==> src/verilog/sfe_pkg.sv <==
// Shared constants, opcodes and states for the serial flash erase/sleep/identify block
package sfe_pkg;

  // ****************************************************
  // Clock and timing
  // ****************************************************
  localparam int CLK_PERIOD_NS      = 5;
  localparam int SLEEP_ENTRY_NS     = 3000;          // sleep_entry_delay
  localparam int WAKE_DELAY_NS      = 3000;          // wake_delay
  localparam int WAKE_STANDBY_NS    = 1800;          // wake_standby_delay
  localparam int FULL_ERASE_NS      = 1000000000;    // full_erase_time

  // Longest times round down, never below one cycle
  function automatic int cyc_floor(input int ns);
    int c;
    c = ns / CLK_PERIOD_NS;
    return (c < 1) ? 1 : c;
  endfunction

  localparam int SLEEP_ENTRY_CYC    = cyc_floor(SLEEP_ENTRY_NS);
  localparam int WAKE_DELAY_CYC     = cyc_floor(WAKE_DELAY_NS);
  localparam int WAKE_STANDBY_CYC   = cyc_floor(WAKE_STANDBY_NS);
  localparam int FULL_ERASE_CYC     = cyc_floor(FULL_ERASE_NS);
  localparam int TIMER_W            = 32;

  // ****************************************************
  // Opcodes and frame lengths
  // ****************************************************
  localparam logic [7:0] OP_UNLOCK   = 8'h06;        // write_unlock_cmd
  localparam logic [7:0] OP_ERASE_A  = 8'hC7;
  localparam logic [7:0] OP_ERASE_B  = 8'h60;
  localparam logic [7:0] OP_SLEEP    = 8'hB9;
  localparam logic [7:0] OP_WAKE     = 8'hAB;        // wake_and_identify
  localparam logic [7:0] OP_MFR_DEV  = 8'h90;
  localparam logic [7:0] OP_IDENT3   = 8'h9F;        // three_byte_identify
  localparam logic [5:0] OPCODE_BITS = 6'h08;
  localparam logic [5:0] FRAME_BITS  = 6'h20;        // opcode plus three bytes
  localparam logic [4:0] LEN_ID1     = 5'h08;
  localparam logic [4:0] LEN_ID2     = 5'h10;
  localparam logic [4:0] LEN_ID3     = 5'h18;

  // ****************************************************
  // Reset values
  // ****************************************************
  localparam logic RST_LATCH = 1'b0;
  localparam logic RST_SLEEP = 1'b0;
  localparam logic RST_PIN   = 1'b1;

  typedef enum logic [2:0] {ST_IDLE, ST_OPCODE, ST_OPDONE, ST_ADDR, ST_DUMMY, ST_OUT, ST_SKIP} sfe_state_e;

endpackage

==> src/verilog/sfe_core.sv <==
// Serial flash instruction handler: full erase, sleep, wake and identity reads
`timescale 1ns/1ps
module sfe_core #(
  parameter logic [7:0] MFR_ID      = 8'hA5,  // Arbitrary value
  parameter logic [7:0] DEV_ID      = 8'h3C,  // Arbitrary value
  parameter logic [7:0] MEM_TYPE_ID = 8'h40,  // Arbitrary value
  parameter logic [7:0] CAP_ID      = 8'h13,  // Arbitrary value
  parameter int         ERASE_CYC   = sfe_pkg::FULL_ERASE_CYC
) (
  input  wire logic       clk,
  input  wire logic       rst,
  input  wire logic       ce,
  input  wire logic       cs_n,
  input  wire logic       sclk,
  input  wire logic       serial_in,
  input  wire logic [3:0] protect_level_bits,
  input  wire logic       quad_mode,
  input  wire logic       ext_write_busy,
  output logic            serial_out,
  output logic            serial_out_oe_n,
  output logic            write_latch_flag,
  output logic            write_in_progress,
  output logic            deep_sleep,
  output logic            array_erase_strobe
);

  // ****************************************************
  // Pin synchronisation and edges
  // ****************************************************
  logic [2:0]         pins_s;
  logic               cs_s, sck_s, din_s, cs_d_r, sck_d_r;
  logic               sck_rise, sck_fall, cs_rise, cs_fall;

  sfe_sync2 #(.W(3)) u_sync (
    .clk     (clk),
    .rst     (rst),
    .ce      (ce),
    .d       ({cs_n, sclk, serial_in}),
    .rst_val ({sfe_pkg::RST_PIN, 2'h0}),
    .q       (pins_s)
  );
  assign cs_s  = pins_s[2];
  assign sck_s = pins_s[1];
  assign din_s = pins_s[0];

  // Edge history taken from the second stage only
  always_ff @(posedge clk) begin
    if (rst) begin
      cs_d_r  <= sfe_pkg::RST_PIN;
      sck_d_r <= 1'b0;
    end else if (ce) begin
      cs_d_r  <= cs_s;
      sck_d_r <= sck_s;
    end
  end
  assign sck_rise = ce & ~cs_s & sck_s & ~sck_d_r;
  assign sck_fall = ce & ~cs_s & ~sck_s & sck_d_r;
  assign cs_rise  = ce & cs_s & ~cs_d_r;
  assign cs_fall  = ce & ~cs_s & cs_d_r;

  // ****************************************************
  // Shift-in and framing
  // ****************************************************
  sfe_pkg::sfe_state_e state_r;
  logic [7:0]  sh_r, op_r;
  logic [7:0]  byte_nxt;
  logic [5:0]  bit_cnt_r;
  logic [23:0] out_word_r;
  logic [4:0]  out_len_r, out_idx_r;
  logic        busy_any, pwr_busy, erase_busy, pwr_done, pwr_waking_r;
  logic        erase_go, sleep_go, wake_go;
  logic [sfe_pkg::TIMER_W-1:0] pwr_load;

  assign byte_nxt = {sh_r[6:0], din_s};
  assign busy_any = erase_busy | ext_write_busy | pwr_busy;

  // Bits are shifted in on serial clock rising edges
  always_ff @(posedge clk) begin
    if (rst) begin
      sh_r      <= 8'h00;
      bit_cnt_r <= 6'h00;
    end else if (cs_fall) begin
      bit_cnt_r <= 6'h00;
    end else if (sck_rise) begin
      sh_r <= byte_nxt;
      if (bit_cnt_r != 6'h3F) begin
        bit_cnt_r <= bit_cnt_r + 6'h01;
      end
    end
  end

  // Instruction sequencer; a deselect always returns to idle
  always_ff @(posedge clk) begin
    if (rst) begin
      state_r    <= sfe_pkg::ST_IDLE;
      op_r       <= 8'h00;
      out_word_r <= 24'h000000;
      out_len_r  <= sfe_pkg::LEN_ID1;
    end else if (cs_rise) begin
      state_r <= sfe_pkg::ST_IDLE;
    end else if (cs_fall) begin
      state_r <= sfe_pkg::ST_OPCODE;
    end else if (sck_rise) begin
      case (state_r)
        sfe_pkg::ST_OPCODE: begin
          if (bit_cnt_r == sfe_pkg::OPCODE_BITS - 6'h01) begin
            op_r <= byte_nxt;
            if (busy_any) begin
              state_r <= sfe_pkg::ST_SKIP;
            end else if (deep_sleep) begin
              // Asleep only the wake opcode gets through; reset opcodes land here too
              state_r <= (byte_nxt == sfe_pkg::OP_WAKE) ? sfe_pkg::ST_DUMMY : sfe_pkg::ST_SKIP;
            end else begin
              case (byte_nxt)
                sfe_pkg::OP_WAKE:   state_r <= sfe_pkg::ST_DUMMY;
                sfe_pkg::OP_MFR_DEV: state_r <= quad_mode ? sfe_pkg::ST_SKIP : sfe_pkg::ST_ADDR;
                sfe_pkg::OP_IDENT3: begin
                  state_r    <= quad_mode ? sfe_pkg::ST_SKIP : sfe_pkg::ST_OUT;
                  out_word_r <= {MFR_ID, MEM_TYPE_ID, CAP_ID};
                  out_len_r  <= sfe_pkg::LEN_ID3;
                end
                sfe_pkg::OP_UNLOCK, sfe_pkg::OP_ERASE_A, sfe_pkg::OP_ERASE_B, sfe_pkg::OP_SLEEP:
                  state_r <= sfe_pkg::ST_OPDONE;
                default: state_r <= sfe_pkg::ST_SKIP;
              endcase
            end
          end
        end
        // A ninth bit voids an opcode-only instruction
        sfe_pkg::ST_OPDONE: state_r <= sfe_pkg::ST_SKIP;
        sfe_pkg::ST_ADDR: begin
          if (bit_cnt_r == sfe_pkg::FRAME_BITS - 6'h01) begin
            state_r    <= sfe_pkg::ST_OUT;
            out_len_r  <= sfe_pkg::LEN_ID2;
            // Only the lowest address bit picks the order
            out_word_r <= din_s ? {DEV_ID, MFR_ID, 8'h00} : {MFR_ID, DEV_ID, 8'h00};
          end
        end
        sfe_pkg::ST_DUMMY: begin
          if (bit_cnt_r == sfe_pkg::FRAME_BITS - 6'h01) begin
            state_r    <= sfe_pkg::ST_OUT;
            out_len_r  <= sfe_pkg::LEN_ID1;
            out_word_r <= {DEV_ID, 16'h0000};
          end
        end
        sfe_pkg::ST_IDLE, sfe_pkg::ST_OUT, sfe_pkg::ST_SKIP: state_r <= state_r;
        default: state_r <= sfe_pkg::ST_SKIP;
      endcase
    end
  end

  // ****************************************************
  // Serial output
  // ****************************************************
  // Bits change on falling edges and wrap at the word length
  always_ff @(posedge clk) begin
    if (rst) begin
      serial_out      <= 1'b0;
      serial_out_oe_n <= sfe_pkg::RST_PIN;
      out_idx_r       <= 5'h00;
    end else if (cs_rise || cs_fall) begin
      serial_out_oe_n <= 1'b1;
      out_idx_r       <= 5'h00;
    end else if (sck_fall && state_r == sfe_pkg::ST_OUT) begin
      serial_out      <= out_word_r[5'h17 - out_idx_r];
      serial_out_oe_n <= 1'b0;
      out_idx_r       <= (out_idx_r == out_len_r - 5'h01) ? 5'h00 : out_idx_r + 5'h01;
    end
  end

  // ****************************************************
  // Actions on deselect
  // ****************************************************
  assign erase_go = cs_rise && state_r == sfe_pkg::ST_OPDONE && write_latch_flag
                    && (op_r == sfe_pkg::OP_ERASE_A || op_r == sfe_pkg::OP_ERASE_B)
                    && protect_level_bits == 4'h0;
  assign sleep_go = cs_rise && state_r == sfe_pkg::ST_OPDONE && op_r == sfe_pkg::OP_SLEEP;
  assign wake_go  = cs_rise && deep_sleep && op_r == sfe_pkg::OP_WAKE
                    && (state_r == sfe_pkg::ST_DUMMY || state_r == sfe_pkg::ST_OUT);
  // Bare opcode gets the wake delay, a longer frame the wake-to-standby delay
  assign pwr_load = sleep_go ? sfe_pkg::TIMER_W'(sfe_pkg::SLEEP_ENTRY_CYC) :
                    (bit_cnt_r == sfe_pkg::OPCODE_BITS) ? sfe_pkg::TIMER_W'(sfe_pkg::WAKE_DELAY_CYC) :
                    sfe_pkg::TIMER_W'(sfe_pkg::WAKE_STANDBY_CYC);

  sfe_timer u_erase_tmr (
    .clk   (clk),
    .rst   (rst),
    .ce    (ce),
    .start (erase_go),
    .load  (sfe_pkg::TIMER_W'(ERASE_CYC)),
    .busy  (erase_busy),
    .done  ()
  );

  sfe_timer u_pwr_tmr (
    .clk   (clk),
    .rst   (rst),
    .ce    (ce),
    .start (sleep_go | wake_go),
    .load  (pwr_load),
    .busy  (pwr_busy),
    .done  (pwr_done)
  );
  assign write_in_progress = erase_busy;

  // Write latch: set by decoded unlock, cleared as erase starts
  always_ff @(posedge clk) begin
    if (rst) begin
      write_latch_flag <= sfe_pkg::RST_LATCH;
    end else if (ce) begin
      if (cs_rise && state_r == sfe_pkg::ST_OPDONE && op_r == sfe_pkg::OP_UNLOCK) begin
        write_latch_flag <= 1'b1;
      end else if (erase_go) begin
        write_latch_flag <= 1'b0;
      end
    end
  end

  // Erase strobe tells the array to fill with FFh
  always_ff @(posedge clk) begin
    if (rst) begin
      array_erase_strobe <= 1'b0;
    end else if (ce) begin
      array_erase_strobe <= erase_go;
    end
  end

  // Sleep flag changes only when the power timer finishes
  always_ff @(posedge clk) begin
    if (rst) begin
      deep_sleep   <= sfe_pkg::RST_SLEEP;
      pwr_waking_r <= 1'b0;
    end else if (ce) begin
      if (sleep_go || wake_go) begin
        pwr_waking_r <= wake_go;
      end
      if (pwr_done) begin
        deep_sleep <= ~pwr_waking_r;
      end
    end
  end

  // ****************************************************
  // Checks
  // ****************************************************
  AST_ERASE_WIP: assert property (@(posedge clk) disable iff (rst)
    erase_go |=> write_in_progress [*2]) else $error("erase did not raise write_in_progress");

  AST_ERASE_LATCH: assert property (@(posedge clk) disable iff (rst)
    erase_go |=> !write_latch_flag) else $error("write latch still set during erase");

  AST_ERASE_GUARD: assert property (@(posedge clk) disable iff (rst)
    $rose(array_erase_strobe) |-> $past(protect_level_bits) == 4'h0 && $past(write_latch_flag))
    else $error("erase started without unlock or with protection");

  AST_ERASE_LENGTH: assert property (@(posedge clk) disable iff (rst)
    erase_go |-> bit_cnt_r == sfe_pkg::OPCODE_BITS) else $error("erase from wrong frame point");

  AST_SLEEP_SOURCE: assert property (@(posedge clk) disable iff (rst)
    $rose(deep_sleep) |-> $past(pwr_done) && !pwr_waking_r) else $error("sleep entered without sleep opcode");

  AST_SLEEP_BUSY: assert property (@(posedge clk) disable iff (rst)
    (sck_rise && state_r == sfe_pkg::ST_OPCODE && bit_cnt_r == 6'h07 && erase_busy)
    |=> state_r == sfe_pkg::ST_SKIP) else $error("opcode decoded during write cycle");

  AST_SLEEP_IGNORE: assert property (@(posedge clk) disable iff (rst)
    (sck_rise && deep_sleep && !busy_any && state_r == sfe_pkg::ST_OPCODE && bit_cnt_r == 6'h07
     && byte_nxt != sfe_pkg::OP_WAKE) |=> state_r == sfe_pkg::ST_SKIP) else $error("opcode taken while asleep");

  AST_QUAD_BLOCK: assert property (@(posedge clk) disable iff (rst)
    (sck_rise && quad_mode && state_r == sfe_pkg::ST_OPCODE && bit_cnt_r == 6'h07)
    |=> state_r != sfe_pkg::ST_ADDR && state_r != sfe_pkg::ST_OUT) else $error("identity read in quad mode");

  AST_OE_OUT: assert property (@(posedge clk) disable iff (rst)
    !serial_out_oe_n |-> state_r == sfe_pkg::ST_OUT && !cs_d_r) else $error("output driven outside data phase");

endmodule

==> src/verilog/sfe_sync2.sv <==
// Two-flop synchroniser for pin inputs
`timescale 1ns/1ps
module sfe_sync2 #(
  parameter int W = 3
) (
  input  wire logic         clk,
  input  wire logic         rst,
  input  wire logic         ce,
  input  wire logic [W-1:0] d,
  input  wire logic [W-1:0] rst_val,
  output logic      [W-1:0] q
);
  logic [W-1:0] meta_r;

  // First stage feeds only the second stage; reset to the idle pin levels so no false edge follows reset
  always_ff @(posedge clk) begin
    if (rst) begin
      meta_r <= rst_val;
      q      <= rst_val;
    end else if (ce) begin
      meta_r <= d;
      q      <= meta_r;
    end
  end
endmodule

==> src/verilog/sfe_timer.sv <==
// Loadable down-counter for self-timed cycles
`timescale 1ns/1ps
module sfe_timer (
  input  wire logic                         clk,
  input  wire logic                         rst,
  input  wire logic                         ce,
  input  wire logic                         start,
  input  wire logic [sfe_pkg::TIMER_W-1:0]  load,
  output logic                              busy,
  output logic                              done
);
  logic [sfe_pkg::TIMER_W-1:0] cnt_r;

  // Counts load cycles after start, then pulses done once
  always_ff @(posedge clk) begin
    if (rst) begin
      cnt_r <= '0;
      busy  <= 1'b0;
      done  <= 1'b0;
    end else if (ce) begin
      done <= 1'b0;
      if (start) begin
        cnt_r <= load;
        busy  <= 1'b1;
      end else if (busy) begin
        if (cnt_r <= 1) begin
          busy <= 1'b0;
          done <= 1'b1;
        end else begin
          cnt_r <= cnt_r - 1'b1;
        end
      end
    end
  end
endmodule

==> config.mk <==
export PLATFORM = sky130hd
export DESIGN_NAME = sfe_core
export DESIGN_NICKNAME = d
export VERILOG_FILES = /design/src/verilog/sfe_pkg.sv /design/src/verilog/sfe_core.sv /design/src/verilog/sfe_sync2.sv /design/src/verilog/sfe_timer.sv
export SDC_FILE = /design/constraint.sdc
export NUM_CORES = 1
export LEC_CHECK = 0
export BUFFER_PORTS_ARGS = -buffer_cell sky130_fd_sc_hd__buf_2
export CAP_MARGIN = 20
export CORE_MARGIN = 3
export CORE_UTILIZATION = 40
export CTS_BUF_LIST = sky130_fd_sc_hd__clkbuf_4 sky130_fd_sc_hd__clkbuf_8
export DETAILED_ROUTE_END_ITERATION = 12
export GPL_TIMING_DRIVEN = 0
export SYNTH_ARGS = -nofsm -noshare
export SYNTH_HDL_FRONTEND = slang
export SYNTH_SLANG_ARGS = --single-unit
==> constraint.sdc <==
create_clock -name clk -period 2.8 [get_ports clk]
set_input_delay 0.28 -clock clk [delete_from_list [all_inputs] [get_ports clk]]
set_output_delay 0.28 -clock clk [all_outputs]
set_load 0.01 [all_outputs]
==> flow_summary.yaml, run 1 <==
setup_path:
  reg2reg_slack_ns: 0.16
  start_kind: "flop"
  critical_path_class: "reg -> reg"
  critical_path.max_stage_delay_ns: 0.59
  crit_buf_inv: 1
  required_ns: 3.17
  cp_max_fo: 10
  cp_slowest_cell: "or4_4"
  critPathArrivalTime_ns: 3.01
  cp_cell_sequence: "or4_4, or3_4, o21ba_2, o31ai_4, clkbuf_4, o31ai_1, a21oi_1"
  critPathTopFamily: "simple AND/OR/NAND/NOR gates"
  setup.worst_path.end_class: "flop"
yosys:
  yosys-top-cells-area: "dfxtp_1 39%, nor2_1 5.9%, a21oi_1 5.0%, xor2_1 3.5%, xnor2_1 3.3%"
  synth_top_flop_cell: "dfxtp_1"
  synth_top_cell_by_area: "dfxtp_1"
  syn_inst: 721
  syn_nets: 740
  ys_ff_latch: 119
  synth_area_per_cell_sq_um: 8.37
  syn_area_sq_mm: 0.00604
  ys_seq_area_frac: 0.395
  synth.most_common_cell: "dfxtp_1"
  netlist.area_leader.share: 0.395
  synthTopCellsByCount: "119 x dfxtp_1, 95 x nor2_1, 60 x a21oi_1"
  ys_async_sr_fraction: 0
  synth_edf_count: 0
  synth.distinct_cells: 70
  ys_warn_count: 0
cts:
  path_clk_slew_ns: 0.07
  cts_tree: "done"
  cts_made_buffers: 17
  clock_tree.root_cell: "clkbuf_8"
  ctsHtreeMaxLevel: 4
  cts_sinks: 119
  clock_path_buffers: 2
  clk_latency_ns: 0.44
drt:
  final_antenna_net_count: 0
  routedWlPerCell_microns: 15.9
  viasPerCell: 5.75
  drt_iter0_drc: 303
  finalWirelength_microns: 15300
  drc: 0
  via_count: 5506
  first_pass_iters: 4
cells_and_area:
  fin_cells: 958
  multiInputGateArea_sq_mm: 0.00355
  area_growth_pct: 14.3
  num_antenna_cells: 0
  layout-drive-gt1-share: 0.106
  final_util: 0.471
  ff_latch_area_sq_mm: 0.00238
  final_nets: 780
  nFillCells: 1455
  final_area_sq_mm: 0.00690
sta:
  maxSlewViolCount: 0
  tightest_slew_ns: 0.813
  skew_ns: 0.00849
  finalHoldViolCount: 0
  fmax_mhz: 379
  fin_crit_sh: 0.941
  layout_min_cycle_time_ns: 2.64
  rsz0062_at_grt: "no"
  slew_headroom: 0.454
  setup_viol_count_final: 0
status:
  status: "finished, final reports clean"
die:
  row_count: 44
  ios: 18
  fp.coreArea_sq_mm: 0.0146
  start_util: 0.412
  die-area_sq_mm: 0.0166
  die_w_microns: 129
  die_height_microns: 129
global_routing:
  grtUsageTotal: 0.190
  grt_pass1_wl_microns: 25700
  grt_pass1_vias: 5320
  antenna_found_initial: 0
  grt_overflow: 0
  grt_max_degree: 17
power_and_ir_drop:
  powerDensity_mw_per_mm2: 512
  ir_drop_uv: 283
  p_leak_nw: 2.59
worst_hold_path:
  min_path_type: "in -> reg"
flow_run:
  drv_cap: 0
place:
  portBuffers: 17
  gp_congestion: 0.920
  hpwl_microns: 10900
  placed_cells: 922
  dpl_cell_area_sq_mm: 0.00635
==> power by group <==
group | total (mW) | internal (mW) | switching [mW] | leakage [nW]
registers | 1.70 | 1.70 | 0.00552 | 0.959
logic | 0.0917 | 0.0265 | 0.0652 | 1.40
clock network | 1.74 | 1.05 | 0.689 | 0.227
==> path summary, 6_finish.rpt <==
kind	endpoint	startpoint	depth (start not counted)
max reg2reg	u_pwr_tmr.cnt_r[14]$_SDFFE_PP0P_	u_pwr_tmr.cnt_r[6]$_SDFFE_PP0P_	7
max	u_pwr_tmr.cnt_r[14]$_SDFFE_PP0P_	u_pwr_tmr.cnt_r[6]$_SDFFE_PP0P_	7
min	u_sync.meta_r[0]$_SDFFE_PP0P_	serial_in	3
min reg2reg	serial_out_oe_n$_SDFFE_PP1P_	serial_out_oe_n$_SDFFE_PP1P_	2
==> routing by layer <==
| layer | global-route usage | up-vias | wire (microns) |
|---|---|---|---|
| li1 | - | 2728 | - |
| met1 | 0.243 | 2636 | 7000 |
| met2 | 0.307 | 124 | 7380 |
| met3 | 0.0581 | 18 | 686 |
| met4 | 0.0611 | 0 | 195 |
| met5 | 0 | - | 0 |
==> final cells by class <==
class,count,share of cell area
well taps,184,0.0334
multi-input cells,556,0.515
clock buffers,23,0.0422
plain buffers,32,0.0190
repair buffers,21,0.0167
clock inverters,9,0.0214
inverters,14,0.00761
flip-flops and latches,119,0.345
==> tightest hold or removal path, cell delays in order <==
cell and delay (ns):
buf_2 0.07, mux2i_1 0.05, nor2_1 0.07
==> repair_timing <==
| action | 4_1_cts | 5_1_grt |
|---|---|---|
| resized for setup | 4 | 12 |
| endpoints found under the setup margin | 19 | 34 |
| hold buffers | 0 | 0 |
| buffers inserted | 0 | 3 |
| hold endpoints to repair | 0 | 0 |
| pin swaps | 0 | 2 |
==> registers in the layout (all words and copies together) (netlist names) <==
register and flops:
array_erase_strobe 1, bit_cnt_r 6, cs_d_r 1, deep_sleep 1, op_r 8, out_idx_r 5
out_len_r 2, out_word_r 7, pwr_waking_r 1, sck_d_r 1, serial_out 1, serial_out_oe_n 1
sh_r 7, state_r 3, u_erase_tmr.busy 1, u_erase_tmr.cnt_r 32, u_pwr_tmr.busy 1, u_pwr_tmr.cnt_r 32
u_pwr_tmr.done 1, u_sync.meta_r 3, u_sync.q 3, write_latch_flag 1
==> kinds of logic after synthesis <==
logic type / count (synthesis) / share of synthesized area
mux: 20 / 0.0354
buf+inv: 46 / 0.0296
xor+xnor: 47 / 0.0682
fa+ha+maj: 7 / 0.0145
flops: 119 / 0.395
simple gates: 322 / 0.289
compound gates: 160 / 0.169
==> metrics by stage <==
| step | hold slack, ns | total power, mW | setup WS, ns | setup TNS [ns] |
|---|---|---|---|---|
| CTS | 0.0484 | 3.57 | 0.0242 | 0 |
| floorplan | 0.402 | 1.80 | 0.359 | 0 |
| finish | 0.0746 | 3.54 | 0.165 | 0 |
| global placement | 0.456 | 1.83 | -0.145 | -0.742 |
| global route | 0.0392 | 3.67 | 0.000441 | 0 |
| detailed placement | 0.462 | 1.83 | -0.220 | -2.21 |
==> layout by cell type (no fill, tap or decap), drive strengths merged, types with 4 or more instances in the layout <==
cell type / netlist / final
a211oi: 5 / 5
a21o: 4 / 4
a21oi: 60 / 60
and2: 4 / 4
and4: 4 / 4
buf: 8 / 26
bufinv: 0 / 4
clkbuf: 24 / 50
clkinv: 0 / 4
dfxtp: 119 / 119
ha: 7 / 7
inv: 14 / 14
mux2i: 18 / 18
nand2: 48 / 48
nand2b: 7 / 7
nand3: 22 / 22
nand3b: 6 / 6
nand4: 10 / 10
nor2: 95 / 95
nor2b: 8 / 8
nor3: 28 / 28
nor3b: 4 / 4
nor4: 22 / 22
nor4b: 4 / 4
nor4bb: 7 / 7
o211ai: 8 / 8
o21ai: 35 / 35
o31ai: 12 / 12
or3: 22 / 22
or4: 18 / 18
xnor2: 23 / 23
xor2: 24 / 24
Power figures use the tool's default switching activity.
==> run 2: changes to the inputs <==
- PLACE_DENSITY_LB_ADDON: default -> 0.3
==> flow_summary.yaml, run 2 (synthesis gave the netlist of run 1 again) <==
place:
  hpwl_microns: 10500
  gp_congestion: 0.875
  portBuffers: 17
  placed_cells: 922
setup_path:
  critPathArrivalTime_ns: 3.01
  cp_cell_sequence: "or4_1, buf_2, nor4bb_2, a21oi_1, o31ai_4, clkbuf_4, nor4_1, mux2i_1"
  critical_path_class: "reg -> reg"
  cp_slowest_cell: "or4_1"
  reg2reg_slack_ns: 0.11
  required_ns: 3.12
  start_kind: "flop"
  critPathTopFamily: "simple AND/OR/NAND/NOR gates"
  cp_max_fo: 10
  setup.worst_path.end_class: "flop"
  crit_buf_inv: 2
  critical_path.max_stage_delay_ns: 0.51
cts:
  cts.hold.buffers_added: 0
  cts_sinks: 119
  ctsHtreeMaxLevel: 4
  clock_path_buffers: 2
  cts_tree: "done"
  clk_latency_ns: 0.45
  path_clk_slew_ns: 0.07
  cts_made_buffers: 17
  clock_tree.root_cell: "clkbuf_8"
global_routing:
  grt_use_met3: 0.0477
  antenna_found_initial: 0
  grt_overflow: 0
  grt-busiest-layer: "met2"
  grt_pass1_wl_microns: 24500
  grt_max_degree: 17
  grtUsageMet1: 0.237
  grt_use_met2: 0.293
  grtUsageTotal: 0.181
  grt_pass1_vias: 5094
status:
  status: "finished, final reports clean"
cells_and_area:
  final_nets: 781
  ff_latch_area_sq_mm: 0.00238
  reg_top3: "u_erase_tmr.cnt_r: 32 flops, u_pwr_tmr.cnt_r: 32 flops, op_r: 8 flops"
  multiInputGateArea_sq_mm: 0.00353
  fin_cells: 958
  area_growth_pct: 14.1
  nFillCells: 1437
  num_antenna_cells: 0
  final_cell_mix: "119 x dfxtp_1, 95 x nor2_1, 59 x a21oi_1, 48 x nand2_1, 33 x o21ai_0"
  final_common_cell: "dfxtp_1"
  layout-drive-gt1-share: 0.102
drt:
  routedWlPerCell_microns: 15.5
  viasPerCell: 5.76
  first_pass_iters: 6
  drt_iter0_drc: 323
  final_antenna_net_count: 0
  via_count: 5517
  finalWirelength_microns: 14900
  drc: 0
power_and_ir_drop:
  p_leak_nw: 2.57
  total_power_mw: 3.55
  ir_drop_uv: 435
  powerDensity_mw_per_mm2: 516
sta:
  holdWs_ns: 0.0784
  tightest_slew_ns: 0.843
  rsz0062_at_grt: "no"
  setup_viol_count_final: 0
  fmax_mhz: 372
  layout_min_cycle_time_ns: 2.69
  finalHoldViolCount: 0
  slew_headroom: 0.434
  fin_crit_sh: 0.960
  maxSlewViolCount: 0
  skew_ns: 0.0117
  setup_tns_ns: 0
die:
  fp.coreArea_sq_mm: 0.0146
  die_height_microns: 129
  die-area_sq_mm: 0.0166
  start_util: 0.412
  die_w_microns: 129
  ios: 18
  row_count: 44
flow_run:
  drv_cap: 0
worst_hold_path:
  min_path_type: "in -> reg"
-- run 2: changes by cell type in the layout (fill, tap and decap cells not counted), sizes merged --
| cell | previous run | this run |
|---|---|---|
| clkinvlp | 1 | 3 |
| buf | 26 | 28 |
| clkinv | 4 | 2 |
| inv | 14 | 16 |
| clkbuf | 50 | 46 |
-- run 2: timing repair --
item | in CTS | in global routing
pin swaps | 0 | 2
resized for setup | 3 | 6
endpoints found under the setup margin | 14 | 30
buffers inserted | 0 | 4
hold endpoints to repair | 0 | 0
-- run 2: metal layers --
layer / share of wire / vias to the layer above
met5: 0 / -
met1: 0.47 / 2642
met2: 0.47 / 119
met4: 0.014 / 0
li1: - / 2726
met3: 0.041 / 30
-- run 2: through the flow --
stage	worst slack (ns)	utilization	instance area (sq um)
after global placement	-0.0577	0.434	6350
after floorplan	0.359	-	6040
after CTS	0.0471	0.466	6820
after detailed placement	-0.0929	0.434	6350
after global routing	0.0170	0.470	6890
final	0.113	0.470	6890
-- run 2: final timing paths --
path / start / to / depth (start not counted)
hold reg to reg: serial_out_oe_n$_SDFFE_PP1P_ / serial_out_oe_n$_SDFFE_PP1P_ / 2
setup / recovery: u_pwr_tmr.cnt_r[12]$_SDFFE_PP0P_ / u_pwr_tmr.cnt_r[17]$_SDFFE_PP0P_ / 8
hold / removal: cs_n / u_sync.meta_r[2]$_SDFFE_PP1P_ / 2
setup reg to reg: u_pwr_tmr.cnt_r[12]$_SDFFE_PP0P_ / u_pwr_tmr.cnt_r[17]$_SDFFE_PP0P_ / 8
-- run 2: where the power goes --
group / internal [mW] / switching [mW] / leakage (nW)
Sequential: 1.70 / 0.00571 / 0.959
Combinational: 0.0265 / 0.0651 / 1.40
Clock: 1.04 / 0.718 / 0.218
-- run 2: cell type report --
class | count | area share
buffer | 32 | 0.0187
clock buffer | 20 | 0.0400
clock inverter | 11 | 0.0247
inverter | 14 | 0.00763
multi-input combinational | 556 | 0.512
sequential | 119 | 0.346
tap | 184 | 0.0334
timing repair buffer | 22 | 0.0178
==> run 3: changes to the inputs <==
- BUFFER_PORTS_ARGS: -buffer_cell sky130_fd_sc_hd__buf_2 -> default
- DONT_BUFFER_PORTS: default -> 1
- PLACE_DENSITY_LB_ADDON: 0.3 -> default
==> flow_summary.yaml, run 3 (synthesis gave the netlist of run 1 again) <==
status:
  status: "finished, final reports clean"
drt:
  routedWlPerCell_microns: 16.3
  via_count: 5467
  first_pass_iters: 5
  drt_iter0_drc: 271
  viasPerCell: 5.76
  finalWirelength_microns: 15500
  drc: 0
  final_antenna_net_count: 0
global_routing:
  antenna_found_initial: 0
  grtUsageTotal: 0.187
  grt_max_degree: 17
  grt_pass1_wl_microns: 25100
  grt_pass1_vias: 5164
  grt_overflow: 0
cts:
  path_clk_slew_ns: 0.07
  clock_tree.root_cell: "clkbuf_8"
  clk_latency_ns: 0.45
  cts_sinks: 119
  cts_tree: "done"
  cts_made_buffers: 17
  ctsHtreeMaxLevel: 4
  clock_path_buffers: 2
die:
  row_count: 44
  ios: 18
  die-area_sq_mm: 0.0166
  fp.coreArea_sq_mm: 0.0146
  die_w_microns: 129
  start_util: 0.412
  die_height_microns: 129
worst_hold_path:
  min_path_type: "in -> reg"
setup_path:
  crit_buf_inv: 1
  start_kind: "flop"
  cp_slowest_cell: "or4_1"
  required_ns: 3.13
  cp_cell_sequence: "or4_1, or4_4, o31a_1, buf_2, o21ai_0, xor2_1, nor2_1"
  critPathTopFamily: "simple AND/OR/NAND/NOR gates"
  critical_path.max_stage_delay_ns: 0.62
  cp_max_fo: 10
  critPathArrivalTime_ns: 2.99
  setup.worst_path.end_class: "flop"
  critical_path_class: "reg -> reg"
cells_and_area:
  reg_top3: "u_erase_tmr.cnt_r: 32 flops, u_pwr_tmr.cnt_r: 32 flops, op_r: 8 flops"
  final_cell_mix: "119 x dfxtp_1, 95 x nor2_1, 58 x a21oi_1, 48 x nand2_1, 31 x o21ai_0"
  final_common_cell: "dfxtp_1"
  final_nets: 771
  layout-drive-gt1-share: 0.0876
  fin_cells: 949
  area_growth_pct: 14.8
  nFillCells: 1401
  num_antenna_cells: 0
sta:
  rsz0062_at_grt: "no"
  slew_headroom: 0.417
  setup_viol_count_final: 0
  finalHoldViolCount: 0
  skew_ns: 0.0132
  fmax_mhz: 375
  fin_crit_sh: 0.951
  maxSlewViolCount: 0
  layout_min_cycle_time_ns: 2.66
  tightest_slew_ns: 0.868
place:
  portBuffers: 0
  placed_cells: 905
  gp_congestion: 0.900
  hpwl_microns: 10900
flow_run:
  drv_cap: 0
power_and_ir_drop:
  powerDensity_mw_per_mm2: 528
  p_leak_nw: 2.56
  ir_drop_uv: 296
  total_power_mw: 3.66
[run 3: cell types whose count changed in the layout (fill, tap and decap cells not counted), sizes merged, moves of 2 or more]
cell and change:
buf -15, dlygate4sd3 +4, clkinv +3, bufinv +2, inv -2
[run 3: worst paths after layout]
check | startpoint | endpoint | slack [ns] | cells after the start
worst min register to register | out_word_r[13]$_SDFFE_PP0P_ | out_word_r[13]$_SDFFE_PP0P_ | 0.48 | 2
worst max-delay path | u_erase_tmr.cnt_r[26]$_SDFFE_PP0P_ | u_erase_tmr.cnt_r[4]$_SDFFE_PP0P_ | 0.14 | 7
worst min-delay path | rst | u_pwr_tmr.cnt_r[1]$_SDFFE_PP0P_ | 0.13 | 2
worst max register to register | u_erase_tmr.cnt_r[26]$_SDFFE_PP0P_ | u_erase_tmr.cnt_r[4]$_SDFFE_PP0P_ | 0.14 | 7
[run 3: power breakdown]
group	switching (mW)	internal, mW
combinational	0.0624	0.0249
sequential	0.00509	1.70
clock	0.707	1.17
total	0.775	2.89
[run 3: layout make-up]
type,count,area (sq um),area share
Buffer,32,131,0.0190
Multi-Input combinational cell,557,3550,0.513
Timing Repair Buffer,11,105,0.0152
Clock inverter,13,228,0.0329
Clock buffer,19,249,0.0359
Inverter,14,52.6,0.00758
Tap cell,184,230,0.0332
Sequential cell,119,2380,0.344
[run 3: through the flow]
| stage | hold slack, ns | utilization | TNS [ns] | worst slack (ns) | area, sq um |
|---|---|---|---|---|---|
| global route | 0.105 | 0.473 | 0 | 0.000755 | 6930 |
| finish | 0.131 | 0.473 | 0 | 0.136 | 6930 |
| floorplan | 0.402 | - | 0 | 0.359 | 6040 |
| CTS | 0.101 | 0.465 | 0 | 0.0177 | 6810 |
| global placement | 0.407 | 0.428 | -0.278 | -0.0873 | 6270 |
| detailed placement | 0.412 | 0.428 | -1.13 | -0.167 | 6270 |
[run 3: worst register-to-register path: cells and delay by family (launching register included)]
family          cells  cell delay, ns
compound gates      2            0.57
xor+xnor            1            0.16
buf+inv             1            0.22
flops               1            0.35
simple gates        3            1.25
[run 3: what timing repair did]
action	CTS	global route
setup buffers	0	6
hold buffers	4	0
hold endpoints to repair	4	0
pin swaps	1	4
gates resized for setup	4	10
cloned	0	1
endpoints found under the setup margin	19	33
[run 3: layer usage]
metal	wire length, microns	part of all wire	up-vias	global-route usage
li1	-	-	2721	-
met1	7070	0.46	2582	0.229
met2	7270	0.47	125	0.304
met3	718	0.046	39	0.0569
met4	444	0.029	0	0.0846
met5	0	0	-	0
